## src/hdl/phy_link_pkg.sv

```systemverilog
// Purpose: Shared constants for the transceiver to link-controller interface.
// Assumes: One interface clock shared by both ends.
// Notes: Request streams are sent start bit first, most significant first.
package phy_link_pkg;
	// Bench clock period in ns; the real interface clock is 49.152 MHz.
	localparam real IF_CLK_NS = 4.0;
	// Control pair codes, one type for each owner of the pair.
	typedef enum logic [1:0] {
		PC_IDLE = 2'b00,
		PC_STATUS = 2'b01,
		PC_RECEIVE = 2'b10,
		PC_GRANT = 2'b11
	} phy_ctl_t;
	typedef enum logic [1:0] {
		LC_IDLE = 2'b00,
		LC_HOLD = 2'b01,
		LC_TRANSMIT = 2'b10,
		LC_RESERVED = 2'b11
	} llc_ctl_t;
	// Request type field codes.
	localparam logic [2:0] RQ_IMM = 3'h0;
	localparam logic [2:0] RQ_ISO = 3'h1;
	localparam logic [2:0] RQ_PRI = 3'h2;
	localparam logic [2:0] RQ_FAIR = 3'h3;
	localparam logic [2:0] RQ_RD = 3'h4;
	localparam logic [2:0] RQ_WR = 3'h5;
	localparam logic [2:0] RQ_ACCEL = 3'h6;
	localparam logic [2:0] RQ_RSVD = 3'h7;
	// Stream lengths in bits, start and stop included; LEN_BUS_SHORT is a bus stream without stop.
	localparam logic [4:0] LEN_BUS = 5'h08;
	localparam logic [4:0] LEN_BUS_SHORT = 5'h07;
	localparam logic [4:0] LEN_RD = 5'h09;
	localparam logic [4:0] LEN_WR = 5'h11;
	localparam logic [4:0] LEN_ACCEL = 5'h06;
	localparam logic [4:0] TYPE_DONE_BIT = 5'h03;
	// Speed field codes.
	localparam logic [2:0] SP_S100 = 3'h0;
	localparam logic [2:0] SP_S200 = 3'h2;
	localparam logic [2:0] SP_S400 = 3'h4;
	// Status word width, register address width and data width.
	localparam int STAT_W = 16;
	localparam int ADDR_W = 4;
	localparam int DATA_W = 8;
	localparam int ARG_W = 12;
endpackage

```

## src/hdl/link_if.sv

```systemverilog
// Purpose: Wires between the transceiver end and the link-controller end.
// Assumes: Each driver gives a value and a per-bit output enable.
// Notes: A receiver holds the last driven level while a line floats.
`timescale 1ns/1ns
interface link_if;
	logic [1:0] phy_ctl_o;
	logic [1:0] phy_ctl_oe;
	logic [7:0] phy_d_o;
	logic [7:0] phy_d_oe;
	logic [1:0] llc_ctl_o;
	logic [1:0] llc_ctl_oe;
	logic [7:0] llc_d_o;
	logic [7:0] llc_d_oe;
	logic link_request_line_o;
	logic link_request_line_oe;
	modport phy_end (
		output phy_ctl_o, phy_ctl_oe, phy_d_o, phy_d_oe,
		input llc_ctl_o, llc_ctl_oe, llc_d_o, llc_d_oe, link_request_line_o, link_request_line_oe
	);
	modport link_end (
		input phy_ctl_o, phy_ctl_oe, phy_d_o, phy_d_oe,
		output llc_ctl_o, llc_ctl_oe, llc_d_o, llc_d_oe, link_request_line_o, link_request_line_oe
	);
endinterface

```

## src/hdl/line_diff.sv

```systemverilog
// Purpose: Output differentiation and hysteresis input for a group of lines.
// Assumes: far_oe marks the bits the other end drives this cycle.
// Notes: Output and enable come from flip-flops, one cycle after the value.
`timescale 1ns/1ns
module line_diff #(
	parameter int W = 8
) (
	input wire logic sys_clk,
	input wire logic srst,
	input wire logic diff_on,
	input wire logic drive_en,
	input wire logic [W-1:0] out_val,
	input wire logic [W-1:0] far_val,
	input wire logic [W-1:0] far_oe,
	output logic [W-1:0] pin_o,
	output logic [W-1:0] pin_oe,
	output logic [W-1:0] in_val
);
	logic [W-1:0] last_reg;
	logic [W-1:0] hold_reg;
	logic own_reg;

	generate
		if (W < 1) begin : g_chk
			$error("line_diff needs at least one line");
		end
	endgenerate

	// Drive on a change only, or always when differentiation is off or in the first driven cycle.
	always_ff @(posedge sys_clk) begin
		if (srst) begin
			pin_o <= '0;
			pin_oe <= '0;
			last_reg <= '0;
			own_reg <= 1'b0;
		end else begin
			pin_o <= out_val;
			last_reg <= out_val;
			own_reg <= drive_en;
			if (!drive_en)
				pin_oe <= '0;
			else if (!diff_on || !own_reg)
				pin_oe <= '1;
			else
				pin_oe <= out_val ^ last_reg;
		end
	end

	// A floating line keeps the level last driven onto it.
	always_ff @(posedge sys_clk) begin
		if (srst)
			hold_reg <= '0;
		else
			hold_reg <= in_val;
	end

	// Per-bit choice between the driven level and the held one.
	always_comb begin
		for (int i = 0; i < W; i++) begin
			in_val[i] = far_oe[i] ? far_val[i] : hold_reg[i];
		end
	end
endmodule

```

## src/hdl/phy_end_ctrl.sv

```systemverilog
// Purpose: Transceiver end of the link interface: control pair encoding,
//   status, receive and grant sequencing, request stream decoding.
// Assumes: All pins sampled on the rising interface clock edge.
// Notes: Received bytes pass a two-entry buffer before the data lanes.
// What this block and the link end do
// - Status transfer autonomous or answering register read.
// - Each arriving packet starts a receive operation.
// - Won arbitration grants interface to link controller.
// - Own codes: idle, status, receive, grant.
// - Link codes: release, hold, transmit; 11 reserved.
// - Isolation select low enables output differentiation.
// - Differentiated output drives one clock per change.
// - Hysteresis inputs keep level of floating line.
// - Differentiate control and data; hysteresis on request.
// - Link differentiates outputs, hysteresis on its inputs.
// - Link shifts requests serially, one bit per clock.
// - Lengths: bus 7/8, read 9, write 17, accel 6.
// - Start 1, type next, stop 0, line rests low.
// - Decode type field into seven request kinds.
// - Immediate request takes bus at idle, no arbitration.
// - Isochronous request arbitrates at idle, no gap.
// - Priority/fair arbitrate after gap; fair obeys fairness.
// - Read answers by status, write stores, accel sets enable bit.
// - Bus request speed in bits 4-6, stop optional.
// - Speed codes S100, S200, S400; others invalid.
// - Invalid speed accepted; link data dropped, null sent.
// - Everything sampled on rising interface clock edge.
// - Link drives shared buses only after grant.
`timescale 1ns/1ns
module phy_end_ctrl #(
	parameter int STAT_BITS = phy_link_pkg::STAT_W,
	parameter int REG_CNT = 16
) (
	input wire logic sys_clk,
	input wire logic srst,
	link_if.phy_end lk,
	input wire logic iso_sel,
	input wire logic stat_req,
	input wire logic [STAT_BITS-1:0] stat_word,
	input wire logic rx_in_valid,
	input wire logic [7:0] rx_in_data,
	input wire logic rx_in_last,
	output logic rx_in_ready_reg,
	input wire logic arb_won,
	output logic bus_pend_reg,
	output logic arb_skip_reg,
	output logic arb_no_gap_reg,
	output logic arb_gap_reg,
	output logic fair_rule_reg,
	output logic [2:0] speed_reg,
	output logic accel_en_reg,
	output logic tx_valid_reg,
	output logic [7:0] tx_data_reg,
	output logic null_tx_reg
);
	import phy_link_pkg::*;

	localparam int STEPS = STAT_BITS / 2;
	localparam int SC_W = $clog2(STEPS + 1);

	typedef enum logic [2:0] {
		ST_IDLE = 3'b000,
		ST_STATUS = 3'b001,
		ST_RECV = 3'b010,
		ST_GRANT = 3'b011,
		ST_LINK = 3'b100
	} st_t;

	generate
		if (STAT_BITS % 2 != 0 || STAT_BITS <= ADDR_W + DATA_W ||
			REG_CNT > 16 || REG_CNT < 1) begin : g_chk
			$error("phy_end_ctrl parameters out of range");
		end
	endgenerate

	st_t st_reg, st_next;
	logic [1:0] ctl_val, ctl_in;
	logic [7:0] d_val, d_in;
	logic link_request_line_in;
	logic seen_reg, won_reg;
	logic [DATA_W-1:0] regs [REG_CNT];
	logic [4:0] cnt_reg;
	logic [15:0] sh_reg;
	logic [2:0] type_reg;
	logic rx_during_reg;
	logic done;
	logic rd_pend_reg, auto_pend_reg, send_rd_reg;
	logic [ADDR_W-1:0] rd_addr_reg;
	logic [STAT_BITS-1:0] auto_reg, stat_sh_reg;
	logic [SC_W-1:0] sc_reg;
	logic [8:0] buf_mem [2];
	logic wp_reg, rp_reg;
	logic [1:0] fill_reg, fill_next;
	logic push, pop, rx_avail, stat_end;
	logic speed_bad_reg;

	// Speed codes that the serial side can send.
	function automatic logic speed_ok(input logic [2:0] sp);
		return sp == SP_S100 || sp == SP_S200 || sp == SP_S400;
	endfunction

	// Total stream length for a request type; a reserved stream is read
	// to its end like a bus request, so its tail never looks like a start.
	function automatic logic [4:0] req_len(input logic [2:0] t);
		unique case (t)
			RQ_RD: req_len = LEN_RD;
			RQ_WR: req_len = LEN_WR;
			RQ_ACCEL: req_len = LEN_ACCEL;
			default: req_len = LEN_BUS;
		endcase
	endfunction

	// Pins: differentiated control pair and data, hysteresis on requests.
	line_diff #(.W(2)) u_ctl (.sys_clk(sys_clk), .srst(srst),
		.diff_on(!iso_sel), .drive_en(st_reg != ST_LINK),
		.out_val(ctl_val), .far_val(lk.llc_ctl_o), .far_oe(lk.llc_ctl_oe),
		.pin_o(lk.phy_ctl_o), .pin_oe(lk.phy_ctl_oe), .in_val(ctl_in));
	line_diff #(.W(8)) u_dat (.sys_clk(sys_clk), .srst(srst),
		.diff_on(!iso_sel), .drive_en(st_reg != ST_LINK),
		.out_val(d_val), .far_val(lk.llc_d_o), .far_oe(lk.llc_d_oe),
		.pin_o(lk.phy_d_o), .pin_oe(lk.phy_d_oe), .in_val(d_in));
	line_diff #(.W(1)) u_req (.sys_clk(sys_clk), .srst(srst),
		.diff_on(!iso_sel), .drive_en(1'b0), .out_val(1'b0),
		.far_val(lk.link_request_line_o), .far_oe(lk.link_request_line_oe),
		.pin_o(), .pin_oe(), .in_val(link_request_line_in));

	// Two-entry buffer in front of the receive path.
	assign rx_avail = fill_reg != 2'h0;
	assign push = rx_in_valid && rx_in_ready_reg;
	assign pop = st_reg == ST_RECV && rx_avail;
	assign fill_next = 2'(fill_reg + {1'b0, push} - {1'b0, pop});
	always_ff @(posedge sys_clk) begin
		if (srst) begin
			fill_reg <= 2'h0;
			wp_reg <= 1'b0;
			rp_reg <= 1'b0;
			rx_in_ready_reg <= 1'b0;
		end else begin
			fill_reg <= fill_next;
			rx_in_ready_reg <= fill_next != 2'h2;
			if (push)
				wp_reg <= !wp_reg;
			if (pop)
				rp_reg <= !rp_reg;
		end
	end
	always_ff @(posedge sys_clk) begin
		if (push)
			buf_mem[wp_reg] <= {rx_in_last, rx_in_data};
	end

	assign stat_end = st_reg == ST_STATUS && !rx_avail &&
		sc_reg == SC_W'(STEPS - 1);

	// Interface ownership sequencing; a packet preempts a status transfer.
	always_comb begin
		st_next = st_reg;
		unique case (st_reg)
			ST_IDLE: begin
				if (rx_avail)
					st_next = ST_RECV;
				else if (won_reg)
					st_next = ST_GRANT;
				else if (rd_pend_reg || auto_pend_reg)
					st_next = ST_STATUS;
			end
			ST_STATUS: begin
				if (rx_avail)
					st_next = ST_RECV;
				else if (stat_end)
					st_next = ST_IDLE;
			end
			ST_RECV: begin
				if (pop && buf_mem[rp_reg][8])
					st_next = ST_IDLE;
			end
			ST_GRANT: st_next = ST_LINK;
			ST_LINK: begin
				if (seen_reg && ctl_in == LC_IDLE)
					st_next = ST_IDLE;
			end
			default: st_next = ST_IDLE;
		endcase
	end
	always_ff @(posedge sys_clk) begin
		if (srst)
			st_reg <= ST_IDLE;
		else
			st_reg <= st_next;
	end

	// Control pair and data lane values while this end owns the buses.
	always_comb begin
		ctl_val = PC_IDLE;
		d_val = 8'h00;
		unique case (st_reg)
			ST_STATUS: begin
				ctl_val = PC_STATUS;
				d_val = {6'h00, stat_sh_reg[STAT_BITS-1 -: 2]};
			end
			ST_RECV: begin
				ctl_val = PC_RECEIVE;
				d_val = pop ? buf_mem[rp_reg][7:0] : 8'h00;
			end
			ST_GRANT: ctl_val = PC_GRANT;
			default: ctl_val = PC_IDLE;
		endcase
	end

	// Status shifter, two bits per cycle; restarted after a preemption.
	always_ff @(posedge sys_clk) begin
		if (srst) begin
			sc_reg <= '0;
			stat_sh_reg <= '0;
			send_rd_reg <= 1'b0;
		end else if (st_reg != ST_STATUS && st_next == ST_STATUS) begin
			sc_reg <= '0;
			send_rd_reg <= rd_pend_reg;
			if (rd_pend_reg)
				stat_sh_reg <= {rd_addr_reg, regs[rd_addr_reg],
					(STAT_BITS - ADDR_W - DATA_W)'(0)};
			else
				stat_sh_reg <= auto_reg;
		end else if (st_reg == ST_STATUS) begin
			sc_reg <= SC_W'(sc_reg + 1'b1);
			stat_sh_reg <= {stat_sh_reg[STAT_BITS-3:0], 2'b00};
		end
	end

	// Autonomous status request; a new request wins over completion.
	always_ff @(posedge sys_clk) begin
		if (srst) begin
			auto_pend_reg <= 1'b0;
			auto_reg <= '0;
		end else if (stat_req) begin
			auto_pend_reg <= 1'b1;
			auto_reg <= stat_word;
		end else if (stat_end && !send_rd_reg) begin
			auto_pend_reg <= 1'b0;
		end
	end

	// Request stream shift register and bit counter.
	assign done = cnt_reg > TYPE_DONE_BIT &&
		(cnt_reg == req_len(type_reg) - 5'h01 ||
		(type_reg[2] == 1'b0 && cnt_reg == LEN_BUS_SHORT &&
		!sh_reg[0] && link_request_line_in));
	always_ff @(posedge sys_clk) begin
		if (srst) begin
			cnt_reg <= 5'h00;
			sh_reg <= 16'h0000;
			type_reg <= RQ_IMM;
			rx_during_reg <= 1'b0;
		end else begin
			if (cnt_reg == 5'h00 || done) begin
				cnt_reg <= {4'h0, link_request_line_in};
				rx_during_reg <= 1'b0;
			end else begin
				cnt_reg <= 5'(cnt_reg + 1'b1);
				sh_reg <= {sh_reg[14:0], link_request_line_in};
				if (st_reg == ST_RECV)
					rx_during_reg <= 1'b1;
			end
			if (cnt_reg == TYPE_DONE_BIT)
				type_reg <= {sh_reg[1:0], link_request_line_in};
		end
	end

	// Bus request bookkeeping for the serial-side arbiter.
	always_ff @(posedge sys_clk) begin
		if (srst) begin
			bus_pend_reg <= 1'b0;
			arb_skip_reg <= 1'b0;
			arb_no_gap_reg <= 1'b0;
			arb_gap_reg <= 1'b0;
			fair_rule_reg <= 1'b0;
			speed_reg <= SP_S100;
			speed_bad_reg <= 1'b0;
			won_reg <= 1'b0;
		end else begin
			if (done && type_reg[2] == 1'b0 && !bus_pend_reg &&
				!(rx_during_reg && type_reg[1])) begin
				bus_pend_reg <= 1'b1;
				arb_skip_reg <= type_reg == RQ_IMM;
				arb_no_gap_reg <= type_reg == RQ_ISO;
				arb_gap_reg <= type_reg[1];
				fair_rule_reg <= type_reg == RQ_FAIR;
				speed_reg <= sh_reg[2:0];
				speed_bad_reg <= !speed_ok(sh_reg[2:0]);
			end else if (st_reg == ST_GRANT ||
				(st_next == ST_RECV && arb_gap_reg)) begin
				bus_pend_reg <= 1'b0;
				arb_gap_reg <= 1'b0;
				arb_skip_reg <= 1'b0;
				arb_no_gap_reg <= 1'b0;
			end
			if (arb_won && bus_pend_reg)
				won_reg <= 1'b1;
			else if (st_reg == ST_GRANT)
				won_reg <= 1'b0;
		end
	end

	// Register access and acceleration control requests.
	always_ff @(posedge sys_clk) begin
		if (srst) begin
			rd_pend_reg <= 1'b0;
			rd_addr_reg <= '0;
			accel_en_reg <= 1'b1;
		end else begin
			if (done && type_reg == RQ_RD && !rd_pend_reg) begin
				rd_pend_reg <= 1'b1;
				rd_addr_reg <= sh_reg[ADDR_W-1:0];
			end else if (stat_end && send_rd_reg) begin
				rd_pend_reg <= 1'b0;
			end
			if (done && type_reg == RQ_ACCEL)
				accel_en_reg <= sh_reg[0];
		end
	end
	always_ff @(posedge sys_clk) begin
		if (srst) begin
			for (int i = 0; i < REG_CNT; i++)
				regs[i] <= '0;
		end else if (done && type_reg == RQ_WR &&
			int'(sh_reg[11:8]) < REG_CNT) begin
			regs[sh_reg[11:8]] <= sh_reg[7:0];
		end
	end

	// Link transmit path; an invalid speed turns the packet into a null one.
	always_ff @(posedge sys_clk) begin
		if (srst) begin
			seen_reg <= 1'b0;
			null_tx_reg <= 1'b0;
			tx_valid_reg <= 1'b0;
			tx_data_reg <= 8'h00;
		end else begin
			seen_reg <= st_reg == ST_LINK &&
				(seen_reg || lk.llc_ctl_oe != 2'b00);
			if (st_reg == ST_GRANT)
				null_tx_reg <= speed_bad_reg;
			// The first driven cycle of the link counts, not only later ones.
			tx_valid_reg <= st_reg == ST_LINK && ctl_in == LC_TRANSMIT &&
				(seen_reg || lk.llc_ctl_oe != 2'b00) &&
				!null_tx_reg;
			tx_data_reg <= d_in;
		end
	end
endmodule

```

## src/flat_wrapper.sv

```systemverilog
// flat-port wrapper written by rule: the top's interface ports become plain ports
module phy_end_ctrl_flat import phy_link_pkg::*;
#(
	parameter int STAT_BITS = phy_link_pkg::STAT_W,
	parameter int REG_CNT = 16
)
  (sys_clk, srst, iso_sel, stat_req, stat_word, rx_in_valid, rx_in_data, rx_in_last, rx_in_ready_reg, arb_won, bus_pend_reg, arb_skip_reg, arb_no_gap_reg, arb_gap_reg, fair_rule_reg, speed_reg, accel_en_reg, tx_valid_reg, tx_data_reg, null_tx_reg, lk_phy_ctl_o, lk_phy_ctl_oe, lk_phy_d_o, lk_phy_d_oe, lk_llc_ctl_o, lk_llc_ctl_oe, lk_llc_d_o, lk_llc_d_oe, lk_link_request_line_o, lk_link_request_line_oe);
  link_if lk_i ();
  input wire logic sys_clk;
  input wire logic srst;
  input wire logic iso_sel;
  input wire logic stat_req;
  input wire logic [STAT_BITS-1:0] stat_word;
  input wire logic rx_in_valid;
  input wire logic [7:0] rx_in_data;
  input wire logic rx_in_last;
  output logic rx_in_ready_reg;
  input wire logic arb_won;
  output logic bus_pend_reg;
  output logic arb_skip_reg;
  output logic arb_no_gap_reg;
  output logic arb_gap_reg;
  output logic fair_rule_reg;
  output logic [2:0] speed_reg;
  output logic accel_en_reg;
  output logic tx_valid_reg;
  output logic [7:0] tx_data_reg;
  output logic null_tx_reg;
  output wire logic [$bits(lk_i.phy_ctl_o)-1:0] lk_phy_ctl_o;
  output wire logic [$bits(lk_i.phy_ctl_oe)-1:0] lk_phy_ctl_oe;
  output wire logic [$bits(lk_i.phy_d_o)-1:0] lk_phy_d_o;
  output wire logic [$bits(lk_i.phy_d_oe)-1:0] lk_phy_d_oe;
  input wire logic [$bits(lk_i.llc_ctl_o)-1:0] lk_llc_ctl_o;
  input wire logic [$bits(lk_i.llc_ctl_oe)-1:0] lk_llc_ctl_oe;
  input wire logic [$bits(lk_i.llc_d_o)-1:0] lk_llc_d_o;
  input wire logic [$bits(lk_i.llc_d_oe)-1:0] lk_llc_d_oe;
  input wire logic [$bits(lk_i.link_request_line_o)-1:0] lk_link_request_line_o;
  input wire logic [$bits(lk_i.link_request_line_oe)-1:0] lk_link_request_line_oe;
  assign lk_phy_ctl_o = lk_i.phy_ctl_o;
  assign lk_phy_ctl_oe = lk_i.phy_ctl_oe;
  assign lk_phy_d_o = lk_i.phy_d_o;
  assign lk_phy_d_oe = lk_i.phy_d_oe;
  assign lk_i.llc_ctl_o = lk_llc_ctl_o;
  assign lk_i.llc_ctl_oe = lk_llc_ctl_oe;
  assign lk_i.llc_d_o = lk_llc_d_o;
  assign lk_i.llc_d_oe = lk_llc_d_oe;
  assign lk_i.link_request_line_o = lk_link_request_line_o;
  assign lk_i.link_request_line_oe = lk_link_request_line_oe;
  phy_end_ctrl #(.STAT_BITS(STAT_BITS), .REG_CNT(REG_CNT)) u_core (.sys_clk(sys_clk), .srst(srst), .lk(lk_i), .iso_sel(iso_sel), .stat_req(stat_req), .stat_word(stat_word), .rx_in_valid(rx_in_valid), .rx_in_data(rx_in_data), .rx_in_last(rx_in_last), .rx_in_ready_reg(rx_in_ready_reg), .arb_won(arb_won), .bus_pend_reg(bus_pend_reg), .arb_skip_reg(arb_skip_reg), .arb_no_gap_reg(arb_no_gap_reg), .arb_gap_reg(arb_gap_reg), .fair_rule_reg(fair_rule_reg), .speed_reg(speed_reg), .accel_en_reg(accel_en_reg), .tx_valid_reg(tx_valid_reg), .tx_data_reg(tx_data_reg), .null_tx_reg(null_tx_reg));
endmodule
```

## config.mk

```make
export PLATFORM = sky130hd
export DESIGN_NAME = phy_end_ctrl_flat
export DESIGN_NICKNAME = d
export VERILOG_FILES = /design/src/hdl/phy_link_pkg.sv /design/src/hdl/link_if.sv /design/src/hdl/line_diff.sv /design/src/hdl/phy_end_ctrl.sv /design/src/flat_wrapper.sv
export SDC_FILE = /design/constraint.sdc
export NUM_CORES = 1
export LEC_CHECK = 0
export BUFFER_PORTS_ARGS = -buffer_cell sky130_fd_sc_hd__buf_2
export CAP_MARGIN = 20
export CORE_MARGIN = 1.5
export CORE_UTILIZATION = 57
export CTS_CLUSTER_DIAMETER = 60
export DETAILED_ROUTE_END_ITERATION = 16
export PLACE_DENSITY = 0.85
export SLEW_MARGIN = 20
export SYNTH_ARGS = -nofsm -noshare
export SYNTH_HDL_FRONTEND = slang
export SYNTH_HIERARCHICAL = 1
export SYNTH_SLANG_ARGS = --single-unit
```

## constraint.sdc

```tcl
create_clock -name sys_clk -period 3.4 [get_ports sys_clk]
set_input_delay 0.34 -clock sys_clk [delete_from_list [all_inputs] [get_ports sys_clk]]
set_output_delay 0.34 -clock sys_clk [all_outputs]
set_load 0.02 [all_outputs]
```

==> summary.md <==
| Metric | Value |
|---|---|
| Drt total wl | between 20000 and 30000 um |
| Final Power | ~7.6 mW |
| RSZ-0062 raised after global routing | false |
| Final Hold Viols | 0 |
| IO Count | between 90 and 100 |
| Starting DRT DRC Count | around 760 |
| CTS tree | yes |
| CP required | ~3.6 ns |
| DPL Wire Length | around 19000 um |
| Max FFs per register | around 130 |
| PostCTS Resize Cnt | 0 |
| Syn Area/Cell | ~12 sq um |
| Max-cap violations | 0 |
| Routed via count | between 8000 and 9000 |
| Max stage delay cell, worst path | dfxtp_1 |
| Status | finished clean |
| Top reg by flops | u_core/regs |
| Critical path type | reg2reg |
| Worst Tran Pin Value | 0.9579 ns |
| Initial core utilization | a little under 60% |
| Synth Instances | a little under 1000 |
| Hold WC Path Type | in2reg |
| Gpl congestion | 0.9226 |
| Vias/cell | 6.016 |
| ANT cells | 0 |
| Rows | 52 |
| Core area | ~20000 sq um |
| Fmax | around 0.32 GHz |
| CTS Buffer Depth | 3 |
| First-pass GRT wire length | between 40000 and 50000 um |
| Root buf cell | clkbuf_16 |
| Die Wd | between 100 and 150 um |
| Worst IR Drop VDD | between 0.4 and 0.5 mV |
| Clk_lat worst skew | between 0.5 and 0.6 ns |
| Largest regs | u_core/regs: 128 flops, u_core/buf_mem: 18 flops |
| CTS Buf Count | 27 |
| Grt ovf | 0 |
| Final ANT Viol Nets | 0 |
| DRC | 0 |
| Cell Chain, Critical Path | nand3b_1, ha_1, xnor2_1, a211oi_1, o211a_1, or2_1, buf_4, a31o_1 |
| Yosys warns | 6 |
| CP endpoint kind | flip-flop |
| Pre-antenna DRT Iters | 6 |
| Fin Clk Skew | ~0.023 ns |
| Avg WL per Cell | 20.47 um |
| Mapped Nets | between 1000 and 1500 |
| Clock slew seen by the registers of the worst setup and hold paths | roughly 0.070 ns |
| H-tree depth | 1 |
| GRT Resource Usage Total | approximately a quarter |
| Via count of the first global-routing pass | just under 8000 |
| Die area | approximately 21000 sq um |
| Setup_tns | 0 ns |
| Final setup vio count | 0 |
| CP Launch Type | flip-flop |
| # nets final | around 1100 |
| Crit-path max cell delay | approximately 0.54 ns |
| Die height | approximately 150 um |
| Buffers on Ports | 92 |
| Area Growth Syn to Fin | 13.09% |
| Synthesized cell area | roughly 12000 sq um |
| Crit path time final | between 3 and 4 ns |
| Number of antenna violations at the first check in global routing | 0 |
| Max Slew Vio Count | 0 |
| Max_slew headroom | a little over a third |
| Worst Path Arrival | 3.27 ns |
| Fin crit share | approximately nine tenths |
| Largest net degree at the start of global routing | 70 |
| Critical path peak fanout | 16 |
| Layout cells sized above 1 | 21.56% |
| Clock sink total | 278 |
| Power Dens Cells | approximately 580 nW/um^2 |
| P_leak | around 4.7 nW |
| # Post-CTS Setup Buffers | 0 |
metal layers:
metal	global-route usage (%)	part of all wire (%)
met1	32.79	38
met2	43.77	50
met3	5.563	9.9
met4	9.091	2.8
met5	0	0
path summary, 6_finish.rpt:
kind | startpoint | to | slack, ns | depth (start not counted)
min | rx_in_data[5] | u_core/buf_mem[0][5] | 0.01 | 1
max reg2reg | u_core/type_reg[0] | u_core/regs[10][7] | 0.32 | 8
min reg2reg | u_core/u_ctl/own_reg | u_core/u_ctl/pin_oe[1] | 0.45 | 1
max | u_core/type_reg[0] | u_core/regs[10][7] | 0.32 | 8
stage by stage:
stage	cells	instance area [sq um]	hold slack (ns)	setup slack, ns	util, %
after floorplan	977	11700	0.4043	0.7590	-
after global placement	1295	12330	0.4229	0.5599	61.14
after detailed placement	1295	12330	0.4476	0.4263	61.14
after CTS	1346	13230	0.0002777	0.3947	65.59
after global routing	1346	13230	0.0008031	0.1718	65.59
final	1346	13230	0.01423	0.3222	65.59
power breakdown:
group	total (mW)	internal (mW)	switching, mW	leakage [nW]
clock network	2.92	1.68	1.24	0.428
registers	3.89	3.76	0.135	2.47
logic	0.831	0.341	0.489	1.80
total	7.64	5.77	1.86	4.69
cell usage in the layout, fill, tap and decap left out, types with 8 or more instances in the layout:
cell and n:
nor2_1 179, mux2i_1 68, a31o_1 10, edfxtp_1 146, nor3_1 13, inv_1 12, clkbuf_16 29, buf_2 91
xnor2_1 15, dfxtp_1 131, mux2_2 20, o21ai_0 24, a21oi_1 22, nand2_1 64, nor2b_1 34, a31oi_1 11
a21oi_2 8, mux4_2 25, nand3_1 24, buf_4 20
what timing repair did:
| item | CTS | global route |
|---|---|---|
| hold buffers | 2 | 0 |
| endpoints found under the setup margin | 0 | 0 |
| endpoints found under the hold margin | 3 | 0 |
worst max-delay path: cells and delay by family, from the launching register on:
kind	cells	cell delay, ns
flip-flops	1	0.54
AND/OR/NAND/NOR	2	0.39
XOR/XNOR	1	0.12
buffers and inverters	1	0.26
adder cells (fa/ha/maj)	1	0.27
AO/OA/AOI/OAI	3	1.15
layout make-up:
class | count | area (sq um)
clock buffer | 39 | 823.3
clock inverter | 10 | 55.05
fill | 1420 | 6940
inverter | 15 | 56.30
multi-input combinational | 621 | 4303
sequential | 278 | 7028
tap | 270 | 337.8
timing repair buffer | 113 | 625.6
No activity file was read; power rests on OpenSTA's default activity.
